### src/core/pemx_defs.svh
// Register offsets, field positions, pin numbers and reset values of the port E and ready pin multiplexer.
`ifndef PEMX_DEFS_SVH
`define PEMX_DEFS_SVH
`define PEMX_OFF_FUNC_SEL     12'h000
`define PEMX_OFF_PORT_OUT     12'h004
`define PEMX_OFF_PORT_OE      12'h008
`define PEMX_OFF_PORT_IN      12'h00c
`define PEMX_OFF_IF_CONFIG    12'h010
`define PEMX_OFF_FIFO_POL     12'h014
`define PEMX_OFF_TIMER2_CTRL  12'h018
`define PEMX_OFF_STATUS       12'h01c
`define PEMX_FUNC_SEL_RST     8'h00
`define PEMX_IF_CONFIG_RST    8'h00
`define PEMX_FIFO_POL_RST     8'h00
`define PEMX_IFMODE_LSB       0
`define PEMX_IFMODE_MSB       1
`define PEMX_POL_RD_BIT       3
`define PEMX_POL_WR_BIT       2
`define PEMX_T2_EXEN_BIT      3
`define PEMX_PIN_T2OVF        2
`define PEMX_PIN_SER0         3
`define PEMX_PIN_SER1         4
`define PEMX_PIN_IRQ6         5
`define PEMX_PIN_T2RLD        6
`define PEMX_PIN_ADDR8        7
`endif

### src/core/pemx_pkg.sv
// Types shared by the port E and ready pin multiplexer.
package pemx_pkg;
    typedef enum logic [1:0] {
        PEMX_IF_PORTS = 2'h0,
        PEMX_IF_RSVD  = 2'h1,
        PEMX_IF_WAVE  = 2'h2,
        PEMX_IF_SLAVE = 2'h3
    } pemx_ifmode_t;
    typedef logic [1:0] pemx_sermode_t;
endpackage

### src/core/pemx_edge_det.sv
// Registered edge detector for one synchronous input.
`timescale 1ns/1ps
module pemx_edge_det (
    input  wire logic clk_i,
    input  wire logic rst_b_i,
    input  wire logic sig_i,
    output logic      rise_o,
    output logic      fall_o
);
    logic last_ff;
    logic nxt_last;

    always_comb begin
        nxt_last = sig_i;
    end

    always_ff @(posedge clk_i or negedge rst_b_i) begin
        if (!rst_b_i) begin
            last_ff <= 1'b0;
        end else begin
            last_ff <= nxt_last;
        end
    end

    assign rise_o = sig_i & ~last_ff;
    assign fall_o = ~sig_i & last_ff;
endmodule

### src/core/pemx_apb_regs.sv
// APB slave holding the multiplexer's software registers.
`timescale 1ns/1ps
`include "pemx_defs.svh"
module pemx_apb_regs (
    input  wire logic        clk_i,
    input  wire logic        rst_b_i,
    input  wire logic        psel_i,
    input  wire logic        penable_i,
    input  wire logic        pwrite_i,
    input  wire logic [11:0] paddr_i,
    input  wire logic [31:0] pwdata_i,
    output logic      [31:0] prdata_o,
    output logic             pready_o,
    output logic             pslverr_o,
    input  wire logic [7:0]  port_in_i,
    input  wire logic [7:0]  status_i,
    output logic      [7:0]  func_sel_o,
    output logic      [7:0]  port_out_o,
    output logic      [7:0]  port_oe_o,
    output logic      [7:0]  if_config_o,
    output logic      [7:0]  fifo_pol_o,
    output logic      [7:0]  t2_ctrl_o
);
    logic [7:0] func_ff, out_ff, oe_ff, ifc_ff, pol_ff, t2c_ff;
    logic [7:0] nxt_func, nxt_out, nxt_oe, nxt_ifc, nxt_pol, nxt_t2c;
    logic       hit;
    logic [7:0] rd;
    logic       wr;

    always_comb begin
        hit = 1'b1;
        rd  = 8'h00;
        unique case (paddr_i)
            `PEMX_OFF_FUNC_SEL:    rd = func_ff;
            `PEMX_OFF_PORT_OUT:    rd = out_ff;
            `PEMX_OFF_PORT_OE:     rd = oe_ff;
            `PEMX_OFF_PORT_IN:     rd = port_in_i;
            `PEMX_OFF_IF_CONFIG:   rd = ifc_ff;
            `PEMX_OFF_FIFO_POL:    rd = pol_ff;
            `PEMX_OFF_TIMER2_CTRL: rd = t2c_ff;
            `PEMX_OFF_STATUS:      rd = status_i;
            default:               hit = 1'b0;
        endcase
    end

    assign wr        = psel_i & penable_i & pwrite_i;
    assign pready_o  = 1'b1;
    assign pslverr_o = psel_i & penable_i & ~hit;
    assign prdata_o  = {24'h000000, rd};

    always_comb begin
        nxt_func = func_ff;
        nxt_out  = out_ff;
        nxt_oe   = oe_ff;
        nxt_ifc  = ifc_ff;
        nxt_pol  = pol_ff;
        nxt_t2c  = t2c_ff;
        if (wr) begin
            unique case (paddr_i)
                `PEMX_OFF_FUNC_SEL:    nxt_func = {pwdata_i[7:2], 2'b00}; // [RULE_01]
                `PEMX_OFF_PORT_OUT:    nxt_out  = pwdata_i[7:0];
                `PEMX_OFF_PORT_OE:     nxt_oe   = pwdata_i[7:0];
                `PEMX_OFF_IF_CONFIG:   nxt_ifc  = pwdata_i[7:0];
                `PEMX_OFF_FIFO_POL:    nxt_pol  = pwdata_i[7:0];
                `PEMX_OFF_TIMER2_CTRL: nxt_t2c  = pwdata_i[7:0];
                default: ;
            endcase
        end
    end

    // Everything comes up as a port input with no alternate selected.
    always_ff @(posedge clk_i or negedge rst_b_i) begin
        if (!rst_b_i) begin
            func_ff <= `PEMX_FUNC_SEL_RST; // [RULE_13]
            out_ff  <= 8'h00;
            oe_ff   <= 8'h00; // [RULE_13]
            ifc_ff  <= `PEMX_IF_CONFIG_RST;
            pol_ff  <= `PEMX_FIFO_POL_RST;
            t2c_ff  <= 8'h00;
        end else begin
            func_ff <= nxt_func;
            out_ff  <= nxt_out;
            oe_ff   <= nxt_oe;
            ifc_ff  <= nxt_ifc;
            pol_ff  <= nxt_pol;
            t2c_ff  <= nxt_t2c;
        end
    end

    assign func_sel_o  = func_ff;
    assign port_out_o  = out_ff;
    assign port_oe_o   = oe_ff;
    assign if_config_o = ifc_ff;
    assign fifo_pol_o  = pol_ff;
    assign t2_ctrl_o   = t2c_ff;
endmodule

### src/core/pemx_port_e_mux.sv
// Port E upper pin function multiplexer and ready pin router.
// How it works
// [RULE_01] Config bit n picks port or alternate.
// [RULE_02] Timer-2 overflow drives one-cycle high pulse.
// [RULE_03] Serial-0 data only in mode 0, else 1.
// [RULE_04] Serial-1 data only in mode 0, else high.
// [RULE_05] Interrupt six: rising edge request to core.
// [RULE_06] Reload pin falling edge reloads timer 2, if enabled.
// [RULE_07] Pin 7 alternate drives waveform address bit 8.
// [RULE_08] Interface mode picks ready or slave strobes.
// [RULE_09] Ready 0 is read strobe, polarity bit 3.
// [RULE_10] Ready 1 is write strobe, polarity bit 2.
// [RULE_11] Ready 2..5 go straight to waveform engine.
// [RULE_12] Strobes and ready sampled on interface clock.
// [RULE_13] Reset leaves all upper pins as inputs.
`timescale 1ns/1ps
`include "pemx_defs.svh"
module pemx_port_e_mux #(
    parameter int PORT_W = 8
) (
    input  wire logic              clk_i,
    input  wire logic              rst_b_i,
    input  wire logic              psel_i,
    input  wire logic              penable_i,
    input  wire logic              pwrite_i,
    input  wire logic [11:0]       paddr_i,
    input  wire logic [31:0]       pwdata_i,
    output logic      [31:0]       prdata_o,
    output logic                   pready_o,
    output logic                   pslverr_o,
    input  wire logic [PORT_W-1:0] port_e_pin_i,
    output logic      [PORT_W-1:0] port_e_pin_o,
    output logic      [PORT_W-1:0] port_e_pin_oe_o,
    input  wire logic              timer2_overflow_i,
    input  wire logic              serial0_data_i,
    input  wire logic [1:0]        serial0_mode_i,
    input  wire logic              serial1_data_i,
    input  wire logic [1:0]        serial1_mode_i,
    input  wire logic              waveform_addr_bit8_i,
    output logic                   ext_irq_six_o,
    output logic                   timer2_reload_o,
    input  wire logic [5:0]        ready_in_i,
    output logic      [5:0]        waveform_ready_o,
    output logic                   slave_read_strobe_o,
    output logic                   slave_write_strobe_o
);
    // The pin map below is fixed to eight pins, so any other width is refused.
    if (PORT_W != 8) begin : g_port_w_check
        $error("PORT_W must be 8");
    end

    logic [7:0] func_sel, port_out, port_oe, if_config, fifo_pol, t2_ctrl, status;
    logic       irq_rise, irq_fall, rld_rise, rld_fall;
    pemx_pkg::pemx_ifmode_t if_mode;
    logic       slave_mode;

    pemx_apb_regs u_regs (
        .clk_i      (clk_i),
        .rst_b_i    (rst_b_i),
        .psel_i     (psel_i),
        .penable_i  (penable_i),
        .pwrite_i   (pwrite_i),
        .paddr_i    (paddr_i),
        .pwdata_i   (pwdata_i),
        .prdata_o   (prdata_o),
        .pready_o   (pready_o),
        .pslverr_o  (pslverr_o),
        .port_in_i  (port_e_pin_i),
        .status_i   (status),
        .func_sel_o (func_sel),
        .port_out_o (port_out),
        .port_oe_o  (port_oe),
        .if_config_o(if_config),
        .fifo_pol_o (fifo_pol),
        .t2_ctrl_o  (t2_ctrl)
    );

    // Edges are taken on the raw pin and gated by the selection afterwards, so
    // selecting the alternate while the pin is held high never counts as an edge.
    pemx_edge_det u_irq6 (
        .clk_i  (clk_i),
        .rst_b_i(rst_b_i),
        .sig_i  (port_e_pin_i[`PEMX_PIN_IRQ6]),
        .rise_o (irq_rise),
        .fall_o (irq_fall)
    );

    pemx_edge_det u_t2rld (
        .clk_i  (clk_i),
        .rst_b_i(rst_b_i),
        .sig_i  (port_e_pin_i[`PEMX_PIN_T2RLD]),
        .rise_o (rld_rise),
        .fall_o (rld_fall)
    );

    logic [7:0] pin_ff, nxt_pin, oe_ff, nxt_oe;
    logic       irq_ff, nxt_irq, rld_ff, nxt_rld;

    always_comb begin
        nxt_pin = port_out;
        nxt_oe  = port_oe;
        nxt_pin[1:0] = port_out[1:0];
        if (func_sel[`PEMX_PIN_T2OVF]) begin // [RULE_01]
            nxt_pin[`PEMX_PIN_T2OVF] = timer2_overflow_i; // [RULE_02]
            nxt_oe[`PEMX_PIN_T2OVF]  = 1'b1;
        end
        if (func_sel[`PEMX_PIN_SER0]) begin
            nxt_pin[`PEMX_PIN_SER0] = (serial0_mode_i == 2'h0) ? serial0_data_i : 1'b1; // [RULE_03]
            nxt_oe[`PEMX_PIN_SER0]  = 1'b1;
        end
        if (func_sel[`PEMX_PIN_SER1]) begin
            nxt_pin[`PEMX_PIN_SER1] = (serial1_mode_i == 2'h0) ? serial1_data_i : 1'b1; // [RULE_04]
            nxt_oe[`PEMX_PIN_SER1]  = 1'b1;
        end
        if (func_sel[`PEMX_PIN_IRQ6]) begin
            nxt_pin[`PEMX_PIN_IRQ6] = 1'b0; // [RULE_05]
            nxt_oe[`PEMX_PIN_IRQ6]  = 1'b0;
        end
        if (func_sel[`PEMX_PIN_T2RLD]) begin
            nxt_pin[`PEMX_PIN_T2RLD] = 1'b0; // [RULE_06]
            nxt_oe[`PEMX_PIN_T2RLD]  = 1'b0;
        end
        if (func_sel[`PEMX_PIN_ADDR8]) begin
            nxt_pin[`PEMX_PIN_ADDR8] = waveform_addr_bit8_i; // [RULE_07]
            nxt_oe[`PEMX_PIN_ADDR8]  = 1'b1;
        end
        nxt_irq = irq_rise & func_sel[`PEMX_PIN_IRQ6]; // [RULE_05]
        nxt_rld = rld_fall & func_sel[`PEMX_PIN_T2RLD] & t2_ctrl[`PEMX_T2_EXEN_BIT]; // [RULE_06]
    end

    always_ff @(posedge clk_i or negedge rst_b_i) begin
        if (!rst_b_i) begin
            pin_ff <= 8'h00;
            oe_ff  <= 8'h00; // [RULE_13]
            irq_ff <= 1'b0;
            rld_ff <= 1'b0;
        end else begin
            pin_ff <= nxt_pin;
            oe_ff  <= nxt_oe;
            irq_ff <= nxt_irq;
            rld_ff <= nxt_rld;
        end
    end

    assign port_e_pin_o    = pin_ff;
    assign port_e_pin_oe_o = oe_ff;
    assign ext_irq_six_o   = irq_ff;
    assign timer2_reload_o = rld_ff;

    // The ready pins are taken as already timed to the interface clock, which
    // is clk_i here; only the strobes' routing and polarity live in this block.
    assign if_mode    = pemx_pkg::pemx_ifmode_t'(if_config[`PEMX_IFMODE_MSB:`PEMX_IFMODE_LSB]); // [RULE_08]
    assign slave_mode = (if_mode == pemx_pkg::PEMX_IF_SLAVE); // [RULE_08]

    logic [5:0] rdy_ff, nxt_rdy;
    logic       srd_ff, nxt_srd, swr_ff, nxt_swr;

    always_comb begin
        nxt_rdy      = ready_in_i; // [RULE_11]
        nxt_srd      = 1'b0;
        nxt_swr      = 1'b0;
        if (slave_mode) begin
            nxt_rdy[1:0] = 2'b00;
            nxt_srd = ready_in_i[0] ~^ fifo_pol[`PEMX_POL_RD_BIT]; // [RULE_09]
            nxt_swr = ready_in_i[1] ~^ fifo_pol[`PEMX_POL_WR_BIT]; // [RULE_10]
        end
    end

    always_ff @(posedge clk_i or negedge rst_b_i) begin // [RULE_12]
        if (!rst_b_i) begin
            rdy_ff <= 6'h00;
            srd_ff <= 1'b0;
            swr_ff <= 1'b0;
        end else begin
            rdy_ff <= nxt_rdy;
            srd_ff <= nxt_srd;
            swr_ff <= nxt_swr;
        end
    end

    assign waveform_ready_o     = rdy_ff;
    assign slave_read_strobe_o  = srd_ff;
    assign slave_write_strobe_o = swr_ff;
    assign status = {5'h00, slave_mode, irq_fall, rld_rise};

    a_t2_pulse: assert property (@(posedge clk_i) disable iff (!rst_b_i) // [RULE_02]
        func_sel[2] && $past(func_sel[2])
        |-> port_e_pin_o[2] == $past(timer2_overflow_i))
        else $error("overflow pin wrong");
    a_t2_enable: assert property (@(posedge clk_i) disable iff (!rst_b_i) // [RULE_02]
        $past(func_sel[2])
        |-> port_e_pin_oe_o[2])
        else $error("overflow pin not driven");
    a_ser0_idle: assert property (@(posedge clk_i) disable iff (!rst_b_i) // [RULE_03]
        $past(func_sel[3]) && $past(serial0_mode_i) != 2'h0
        |-> port_e_pin_o[3] && port_e_pin_oe_o[3])
        else $error("serial0 pin not high");
    a_ser0_data: assert property (@(posedge clk_i) disable iff (!rst_b_i) // [RULE_03]
        $past(func_sel[3]) && $past(serial0_mode_i) == 2'h0
        |-> port_e_pin_o[3] == $past(serial0_data_i))
        else $error("serial0 data wrong");
    a_ser1_idle: assert property (@(posedge clk_i) disable iff (!rst_b_i) // [RULE_04]
        $past(func_sel[4]) && $past(serial1_mode_i) != 2'h0
        |-> port_e_pin_o[4])
        else $error("serial1 pin not high");
    a_ser1_data: assert property (@(posedge clk_i) disable iff (!rst_b_i) // [RULE_04]
        $past(func_sel[4]) && $past(serial1_mode_i) == 2'h0
        |-> port_e_pin_o[4] == $past(serial1_data_i))
        else $error("serial1 data wrong");
    a_ser1_enable: assert property (@(posedge clk_i) disable iff (!rst_b_i) // [RULE_04]
        $past(func_sel[4])
        |-> port_e_pin_oe_o[4])
        else $error("serial1 pin not driven");
    a_irq_edge: assert property (@(posedge clk_i) disable iff (!rst_b_i) // [RULE_05]
        func_sel[5] && port_e_pin_i[5] && $past(func_sel[5]) && !$past(port_e_pin_i[5])
        |=> ext_irq_six_o)
        else $error("irq six missed");
    a_irq_cause: assert property (@(posedge clk_i) disable iff (!rst_b_i) // [RULE_05]
        ext_irq_six_o
        |-> $past(func_sel[5]) && $past(port_e_pin_i[5]))
        else $error("irq six without cause");
    a_irq_single: assert property (@(posedge clk_i) disable iff (!rst_b_i) // [RULE_05]
        ext_irq_six_o
        |=> !ext_irq_six_o)
        else $error("irq six longer than one cycle");
    a_irq_input: assert property (@(posedge clk_i) disable iff (!rst_b_i) // [RULE_05]
        $past(func_sel[5])
        |-> !port_e_pin_oe_o[5])
        else $error("irq six pin driven");
    a_irq_gated: assert property (@(posedge clk_i) disable iff (!rst_b_i) // [RULE_05]
        !$past(func_sel[5])
        |-> !ext_irq_six_o)
        else $error("irq six in port mode");
    a_reload_gate: assert property (@(posedge clk_i) disable iff (!rst_b_i) // [RULE_06]
        timer2_reload_o
        |-> $past(func_sel[6]) && $past(t2_ctrl[3]) && !$past(port_e_pin_i[6]))
        else $error("reload without cause");
    a_reload_edge: assert property (@(posedge clk_i) disable iff (!rst_b_i) // [RULE_06]
        func_sel[6] && t2_ctrl[3] && !port_e_pin_i[6] && $past(port_e_pin_i[6])
        |=> timer2_reload_o)
        else $error("reload missed");
    a_reload_single: assert property (@(posedge clk_i) disable iff (!rst_b_i) // [RULE_06]
        timer2_reload_o
        |=> !timer2_reload_o)
        else $error("reload longer than one cycle");
    a_reload_input: assert property (@(posedge clk_i) disable iff (!rst_b_i) // [RULE_06]
        $past(func_sel[6])
        |-> !port_e_pin_oe_o[6])
        else $error("reload pin driven");
    a_reload_off: assert property (@(posedge clk_i) disable iff (!rst_b_i) // [RULE_06]
        !$past(t2_ctrl[3])
        |-> !timer2_reload_o)
        else $error("reload while disabled");
    a_addr8_out: assert property (@(posedge clk_i) disable iff (!rst_b_i) // [RULE_07]
        $past(func_sel[7])
        |-> port_e_pin_oe_o[7] && port_e_pin_o[7] == $past(waveform_addr_bit8_i))
        else $error("address bit 8 wrong");
    a_rd_strobe: assert property (@(posedge clk_i) disable iff (!rst_b_i) // [RULE_09]
        $past(slave_mode)
        |-> slave_read_strobe_o == ($past(ready_in_i[0]) == $past(fifo_pol[3])))
        else $error("read strobe polarity");
    a_rd_idle: assert property (@(posedge clk_i) disable iff (!rst_b_i) // [RULE_09]
        !$past(slave_mode)
        |-> !slave_read_strobe_o && waveform_ready_o[0] == $past(ready_in_i[0]))
        else $error("read strobe in ready mode");
    a_wr_strobe: assert property (@(posedge clk_i) disable iff (!rst_b_i) // [RULE_10]
        !$past(slave_mode)
        |-> !slave_write_strobe_o && waveform_ready_o[1] == $past(ready_in_i[1]))
        else $error("write strobe in ready mode");
    a_wr_polarity: assert property (@(posedge clk_i) disable iff (!rst_b_i) // [RULE_10]
        $past(slave_mode)
        |-> slave_write_strobe_o == ($past(ready_in_i[1]) == $past(fifo_pol[2])))
        else $error("write strobe polarity");
    a_rdy_pass: assert property (@(posedge clk_i) disable iff (!rst_b_i) // [RULE_11]
        1'b1
        |-> waveform_ready_o[5:2] == $past(ready_in_i[5:2]))
        else $error("ready 2..5 not passed");
    a_rdy_masked: assert property (@(posedge clk_i) disable iff (!rst_b_i) // [RULE_08]
        $past(slave_mode)
        |-> waveform_ready_o[1:0] == 2'b00)
        else $error("ready 0..1 not masked");
    a_mode_ready: assert property (@(posedge clk_i) disable iff (!rst_b_i) // [RULE_08]
        $past(if_config[1:0]) != 2'h3
        |-> !slave_read_strobe_o && !slave_write_strobe_o)
        else $error("strobe outside slave mode");
    a_sel_port: assert property (@(posedge clk_i) disable iff (!rst_b_i) // [RULE_01]
        !$past(func_sel[2])
        |-> port_e_pin_oe_o[2] == $past(port_oe[2]))
        else $error("port mode oe wrong");
    a_port_low: assert property (@(posedge clk_i) disable iff (!rst_b_i) // [RULE_01]
        1'b1
        |-> port_e_pin_o[1:0] == $past(port_out[1:0]) && port_e_pin_oe_o[1:0] == $past(port_oe[1:0]))
        else $error("pins 0..1 not plain port");
    a_addr8_port: assert property (@(posedge clk_i) disable iff (!rst_b_i) // [RULE_01]
        !$past(func_sel[7])
        |-> port_e_pin_o[7] == $past(port_out[7]) && port_e_pin_oe_o[7] == $past(port_oe[7]))
        else $error("pin 7 port mode wrong");
    a_ser0_port: assert property (@(posedge clk_i) disable iff (!rst_b_i) // [RULE_01]
        !$past(func_sel[3])
        |-> port_e_pin_o[3] == $past(port_out[3]) && port_e_pin_oe_o[3] == $past(port_oe[3]))
        else $error("pin 3 port mode wrong");
    a_reset_inputs: assert property (@(posedge clk_i) disable iff (!rst_b_i) // [RULE_13]
        $rose(rst_b_i)
        |-> port_e_pin_oe_o == 8'h00 && func_sel == 8'h00)
        else $error("pins not inputs after reset");
endmodule

### config.mk
export PLATFORM = sky130hd
export DESIGN_NAME = pemx_port_e_mux
export DESIGN_NICKNAME = d
export VERILOG_FILES = /design/src/core/pemx_pkg.sv /design/src/core/pemx_edge_det.sv /design/src/core/pemx_apb_regs.sv /design/src/core/pemx_port_e_mux.sv
export VERILOG_INCLUDE_DIRS = /design/src /design/src/core
export SDC_FILE = /design/constraint.sdc
export NUM_CORES = 1
export LEC_CHECK = 0
export BUFFER_PORTS_ARGS = -buffer_cell sky130_fd_sc_hd__buf_2
export CAP_MARGIN = 20
export CORE_AREA = 4 4 105 77
export CTS_BUF_LIST = sky130_fd_sc_hd__clkbuf_8 sky130_fd_sc_hd__clkbuf_16
export DETAILED_ROUTE_END_ITERATION = 12
export DIE_AREA = 0 0 109 81
export GPL_TIMING_DRIVEN = 0
export PLACE_DENSITY = 0.74
export SLEW_MARGIN = 20
export SYNTH_ARGS = -nofsm -noshare
export SYNTH_HDL_FRONTEND = slang
export SYNTH_SLANG_ARGS = --single-unit
### constraint.sdc
create_clock -name clk_i -period 2.5 [get_ports clk_i]
set_input_delay 0.5 -clock clk_i [delete_from_list [all_inputs] [get_ports clk_i]]
set_output_delay 0.5 -clock clk_i [all_outputs]
set_load 0.05 [all_outputs]
==> impl_metrics.py, run 1 <==
metrics = {
    "run_status": {
        "status": "completed",
    },
    "global_route": {
        "overflow": 0,
        "grt_usage": 0.181,
        "antenna_found_initial": 0,
        "grt_pass1_vias": 2320,
        "grt_pass1_wl_mm": 12.0,
        "grt_max_degree": 45,
    },
    "hold_path": {
        "hold_path_class": "input port to asynchronous set/reset pin",
    },
    "power": {
        "power_frac_comb": 0.118,
        "intPower_w": 0.00177,
        "sequentialPowerShare": 0.501,
        "max-vdd-ir-drop_mv": 0.418,
        "clockPowerShare": 0.381,
        "p_switching_w": 0.000633,
        "p_leak_nw": 2.28,
        "powerDensity_nw_per_um2": 566,
        "switching_share": 0.263,
    },
    "cts": {
        "h-tree-depth": 3,
        "cts-root-buf": "clkbuf_8",
        "clock_path_buffers": 2,
        "insertion_delay_ns": 0.34,
        "cts_buffers": 9,
        "clock-sinks": 74,
        "cts.clk_slew.worst_paths_ns": 0.08,
        "cts_tree": "yes",
        "postCtsHoldBufs": 0,
    },
    "floorplanning": {
        "die_w_um": 109,
        "rows": 26,
        "core_area_um2": 7120,
        "dieArea_um2": 8830,
        "die_y_um": 81,
        "io_pins": 131,
        "initial_core_util": 0.472,
    },
    "setup_path": {
        "path_max_fanout": 10,
        "cp_data_required_time_ns": 2.00,
        "end_kind": "output port",
        "r2r_slack_ns": 1.65,
        "critical_path_class": "input port to output port",
        "worstPathArrival_ns": 1.91,
        "start_kind": "input port",
    },
    "logic_synthesis": {
        "syn_inst": 246,
        "syn-cell-area_um2": 3360,
        "async_flop_share": 1.00,
        "synthTopCellsByArea": "dfrtp_1 55%, mux2_2 17%, buf_4 5.6%",
        "yosysSeqAreaShare": 0.551,
        "avgSynthCellArea_um2": 13.7,
        "yosys.area.top_type": "dfrtp_1",
        "synth-edff-count": 0,
        "yosysWarnings": 0,
        "synthFlopType": "dfrtp_1",
        "synth.distinct_cells": 34,
        "synth_top_area_share": 0.551,
        "ys_ff_latch": 74,
    },
    "placed_design": {
        "place.gp.congestion": 0.763,
        "dp.cells": 448,
        "hpwl_mm": 5.45,
        "dpl_worst_slack_ns": -0.266,
        "port_buffers": 80,
    },
    "sta": {
        "rsz0062_at_grt": "no",
        "max_clock_freq_ghz": 0.415,
        "relSlewSlack": 0.422,
        "finalWorstSetupSlack_ns": 0.0885,
        "min_period_over_period": 0.965,
        "slew_violations": 0,
        "worstMarginPinSlew_ns": 0.863,
        "finalClockSkew_ns": 0.00579,
        "setup_violations": 0,
        "min_period_ns": 2.41,
        "finalHoldViolCount": 0,
    },
    "routing": {
        "ant_nets": 0,
        "wl_per_cell_um": 16.5,
        "postRouteWirelength_mm": 7.68,
        "num_vias": 2285,
        "route.detailed.drc": 0,
        "routed_via_density": 4.91,
        "dr.pass1.iters": 4,
        "drtIter0Drc": 67,
    },
    "finish": {
        "drive_above_1_share": 0.556,
        "utilization": 0.596,
        "fin_nets": 433,
        "layout_common_cells": "78 x buf_2, 74 x dfrtp_1, 52 x mux2_2, 29 x buf_4, 25 x conb_1",
        "syn_to_final_growth_pct": 26.3,
        "layoutNonFillerInstCount": 465,
        "antenna_cells": 0,
        "final_common_cell": "buf_2",
        "nFillCells": 574,
    },
    "job": {
        "max_cap_viol_count": 0,
    },
}
-- logic make-up after synthesis --
| kind of cell | share of synthesized area |
|---|---|
| DFF | 0.551 |
| buffers and inverters | 0.0681 |
| xor gates and xnor gates | 0.00521 |
| other | 0.00223 |
| and+or+nand+nor | 0.105 |
| AOI/OAI and AO/OA | 0.0290 |
| muxes | 0.240 |
-- state kept, by name, indices dropped and copies added, names as in the netlist --
signal,cells
slave_read_strobe_o,1
waveform_ready_o,6
port_e_pin_oe_o,8
port_e_pin_o,8
u_regs.t2_ctrl_o,8
u_t2rld.last_ff,1
u_regs.func_sel_o,6
ext_irq_six_o,1
u_regs.port_oe_o,8
u_regs.if_config_o,8
timer2_reload_o,1
u_regs.port_out_o,8
u_irq6.last_ff,1
u_regs.fifo_pol_o,8
slave_write_strobe_o,1
-- timing repair --
action,4_1_cts,5_1_grt
pin swaps,0,1
endpoints found under the setup margin,8,4
setup buffers,0,1
gates resized for setup,5,4
-- layer usage --
metal,global-route usage,vias up,part of all wire
met2,0.287,72,0.48
met1,0.238,1137,0.44
li1,-,1062,-
met5,0,-,0
met4,0.0681,0,0.016
met3,0.0516,14,0.065
-- through the flow --
| step | TNS (ns) | total power [W] | cell area (um2) | hold slack (ns) |
|---|---|---|---|---|
| finish | 0 | 0.00241 | 4250 | 0.140 |
| CTS | 0 | 0.00243 | 4220 | 0.158 |
| global route | 0 | 0.00249 | 4250 | 0.184 |
| floorplan | -0.846 | 0.00141 | 3470 | 0.204 |
| detailed placement | -1.46 | 0.00151 | 4020 | 0.396 |
| global placement | -1.45 | 0.00150 | 4000 | 0.384 |
-- synthesized netlist by cell type (all sizes together) (4+ instances only) --
cell / instances
or2: 4
nor3: 13
nor2: 14
nor2b: 8
buf: 30
a221oi: 5
mux2: 52
a21oi: 5
dfrtp: 74
mux2i: 4
mux4: 8
-- final timing paths --
check / startpoint / to / cells past startpoint
setup / recovery: paddr_i[4] / prdata_o[0] / 6
hold / removal: rst_b_i / timer2_reload_o / 1
setup reg to reg: u_regs.func_sel_o[7] / port_e_pin_o[7] / 1
hold reg to reg: u_regs.port_out_o[1] / port_e_pin_o[1] / 0
max in group asynchronous: rst_b_i / u_regs.t2_ctrl_o[5] / 2
min in group clk_i: ready_in_i[3] / waveform_ready_o[3] / 1
-- final cells by class --
| type | count | area, um2 | area share |
|---|---|---|---|
| flip-flops and latches | 74 | 1850 | 0.436 |
| multi-input cells | 162 | 1400 | 0.329 |
| repair buffers | 82 | 435 | 0.103 |
| plain buffers | 31 | 238 | 0.0560 |
| clock buffers | 10 | 138 | 0.0324 |
| well taps | 98 | 123 | 0.0289 |
| clock inverters | 6 | 57.6 | 0.0135 |
| inverters | 2 | 7.51 | 0.00177 |
-- power groups by stage --
stage | sequential [W] | clock, W | combinational (W)
final | 0.00121 | 0.000916 | 0.000284
after global routing | 0.00121 | 0.000981 | 0.000304
after CTS | 0.00121 | 0.000937 | 0.000282
after detailed placement | 0.00123 | 0 | 0.000280
after global placement | 0.00123 | 0 | 0.000272
after floorplan | 0.00125 | 0 | 0.000164
-- worst max-delay path, stage by stage --
cell and delay, ns:
buf_2 0.15, buf_6 0.20, mux2_2 0.35, a221oi_1 0.42
nor3_2 0.07, buf_2 0.22
No activity file was read; power rests on OpenSTA's default activity.
==> run 2, diff against run 1 <==
--- a/config.mk
+++ b/config.mk
@@ -14,6 +14,7 @@
 export DIE_AREA = 0 0 109 81
 export GPL_TIMING_DRIVEN = 0
 export PLACE_DENSITY = 0.74
+export SETUP_SLACK_MARGIN = 0.2
 export SLEW_MARGIN = 20
 export SYNTH_ARGS = -nofsm -noshare
 export SYNTH_HDL_FRONTEND = slang
==> impl_metrics.py, run 2 (synthesis gave the netlist of run 1 again) <==
metrics = {
    "hold_path": {
        "hold_path_class": "input port to asynchronous set/reset pin",
    },
    "sta": {
        "min_period_ns": 2.29,
        "worstMarginPinSlew_ns": 0.930,
        "slew_violations": 0,
        "relSlewSlack": 0.376,
        "finalClockSkew_ns": 0.00495,
        "min_period_over_period": 0.915,
        "finalHoldViolCount": 0,
        "rsz0062_at_grt": "yes",
        "setup_violations": 0,
        "max_clock_freq_ghz": 0.437,
    },
    "finish": {
        "postLayoutCellArea_um2": 4450,
        "final_common_cell": "dfrtp_1",
        "multiInputGateArea_um2": 1500,
        "drive_above_1_share": 0.597,
        "layout_common_cells": "73 x dfrtp_1, 71 x buf_2, 52 x mux2_2, 32 x buf_4, 25 x conb_1",
        "syn_to_final_growth_pct": 32.4,
        "fin_nets": 433,
        "nFillCells": 550,
        "antenna_cells": 0,
        "layoutNonFillerInstCount": 465,
        "seq_area_um2": 1850,
    },
    "placed_design": {
        "dp.cells": 448,
        "port_buffers": 80,
        "place.gp.congestion": 0.769,
        "placed_area_um2": 4060,
        "hpwl_mm": 5.39,
    },
    "power": {
        "sequentialPowerShare": 0.468,
        "intPower_w": 0.00194,
        "p_total_w": 0.00258,
        "p_switching_w": 0.000635,
        "switching_share": 0.246,
        "p_leak_nw": 2.35,
        "max-vdd-ir-drop_mv": 0.356,
        "power_frac_comb": 0.118,
        "powerDensity_nw_per_um2": 579,
        "clockPowerShare": 0.414,
    },
    "floorplanning": {
        "die_w_um": 109,
        "dieArea_um2": 8830,
        "core_area_um2": 7120,
        "rows": 26,
        "die_y_um": 81,
        "io_pins": 131,
        "initial_core_util": 0.472,
    },
    "global_route": {
        "grt_max_degree": 51,
        "antenna_found_initial": 0,
        "grt_pass1_wl_mm": 11.7,
        "overflow": 0,
        "grt_usage": 0.179,
        "grt_pass1_vias": 2260,
    },
    "setup_path": {
        "cp_num_buf_inv": 3,
        "critical_path_cell_count": 6,
        "path_max_fanout": 10,
        "r2r_cells": 2,
        "worstPathArrival_ns": 1.79,
        "critical_path_class": "input port to output port",
        "cp_cell_sequence": "clkbuf_4, buf_12, mux2_2, a221oi_2, nor3_4, buf_4",
        "end_kind": "output port",
        "cp_data_required_time_ns": 2.00,
        "slowest_delay_ns": 0.36,
        "start_kind": "input port",
        "path_delay_family": "buffers and inverters",
        "cpMaxStageDelayCell": "a221oi_2",
    },
    "routing": {
        "dr.pass1.iters": 4,
        "drtIter0Drc": 100,
        "routed_via_density": 4.84,
        "route.detailed.drc": 0,
        "ant_nets": 0,
        "postRouteWirelength_mm": 7.58,
        "wl_per_cell_um": 16.3,
        "num_vias": 2250,
    },
    "run_status": {
        "status": "completed",
    },
    "cts": {
        "cts_buffers": 9,
        "clock_path_buffers": 2,
        "insertion_delay_ns": 0.34,
        "cts.clk_slew.worst_paths_ns": 0.07,
        "clock-sinks": 74,
        "cts_tree": "yes",
        "h-tree-depth": 3,
        "cts-root-buf": "clkbuf_8",
    },
    "job": {
        "max_cap_viol_count": 0,
    },
}
==> run 2: final cells by class <==
cell class / instances / share of cell area
Buffer: 31 / 0.0593
Clock buffer: 12 / 0.0371
Clock inverter: 4 / 0.0163
Inverter: 2 / 0.00197
Multi-Input combinational cell: 162 / 0.336
Sequential cell: 74 / 0.416
Tap cell: 98 / 0.0275
Timing Repair Buffer: 82 / 0.105
==> run 2: worst paths after layout <==
check                                           start               endpoint  slack, ns
worst max-delay path                       paddr_i[4]            prdata_o[3]       0.21
worst min-delay path                          rst_b_i    waveform_ready_o[0]       0.05
worst max register to register  u_regs.if_config_o[0]    waveform_ready_o[1]       1.60
worst min register to register    u_regs.port_oe_o[1]     port_e_pin_oe_o[1]       0.40
max in group asynchronous                     rst_b_i  u_regs.if_config_o[1]       1.89
min in group clk_i                      ready_in_i[4]    waveform_ready_o[4]       0.26
==> run 2: power by group through the flow <==
stage                     Combinational (W)  Clock (W)  Sequential (W)
after floorplan                    0.000167          0         0.00125
after global placement             0.000276          0         0.00123
after detailed placement           0.000284          0         0.00123
after CTS                          0.000296    0.00109         0.00121
after global routing               0.000324    0.00115         0.00121
final                              0.000304    0.00107         0.00121
==> run 2: metrics by stage <==
| step | hold slack [ns] | util | setup TNS [ns] | setup WS, ns |
|---|---|---|---|---|
| 6_report | 0.0528 | 0.625 | 0 | 0.212 |
| 3_5_place_dp | 0.393 | 0.570 | -1.83 | -0.281 |
| 4_1_cts | 0.0509 | 0.617 | 0 | 0.201 |
| 5_1_grt | 0.0567 | 0.625 | 0 | 0.179 |
| 2_1_floorplan | 0.204 | - | 0 | 0.0476 |
| 3_3_place_gp | 0.382 | 0.566 | -1.65 | -0.273 |
==> run 2: repair_timing <==
item	4_1_cts	5_1_grt
hold buffers	0	0
setup buffers	1	0
pin swaps	1	3
endpoints found under the setup margin	9	8
cloned	0	0
gates resized for setup	24	17
hold endpoints to repair	0	0
==> run 2: routing by layer <==
layer | wire, um | GRT usage | part of all wire
met1 | 3390 | 0.239 | 0.45
met2 | 3650 | 0.281 | 0.48
met3 | 451 | 0.0604 | 0.060
met4 | 80 | 0.0479 | 0.011
met5 | 0 | 0 | 0
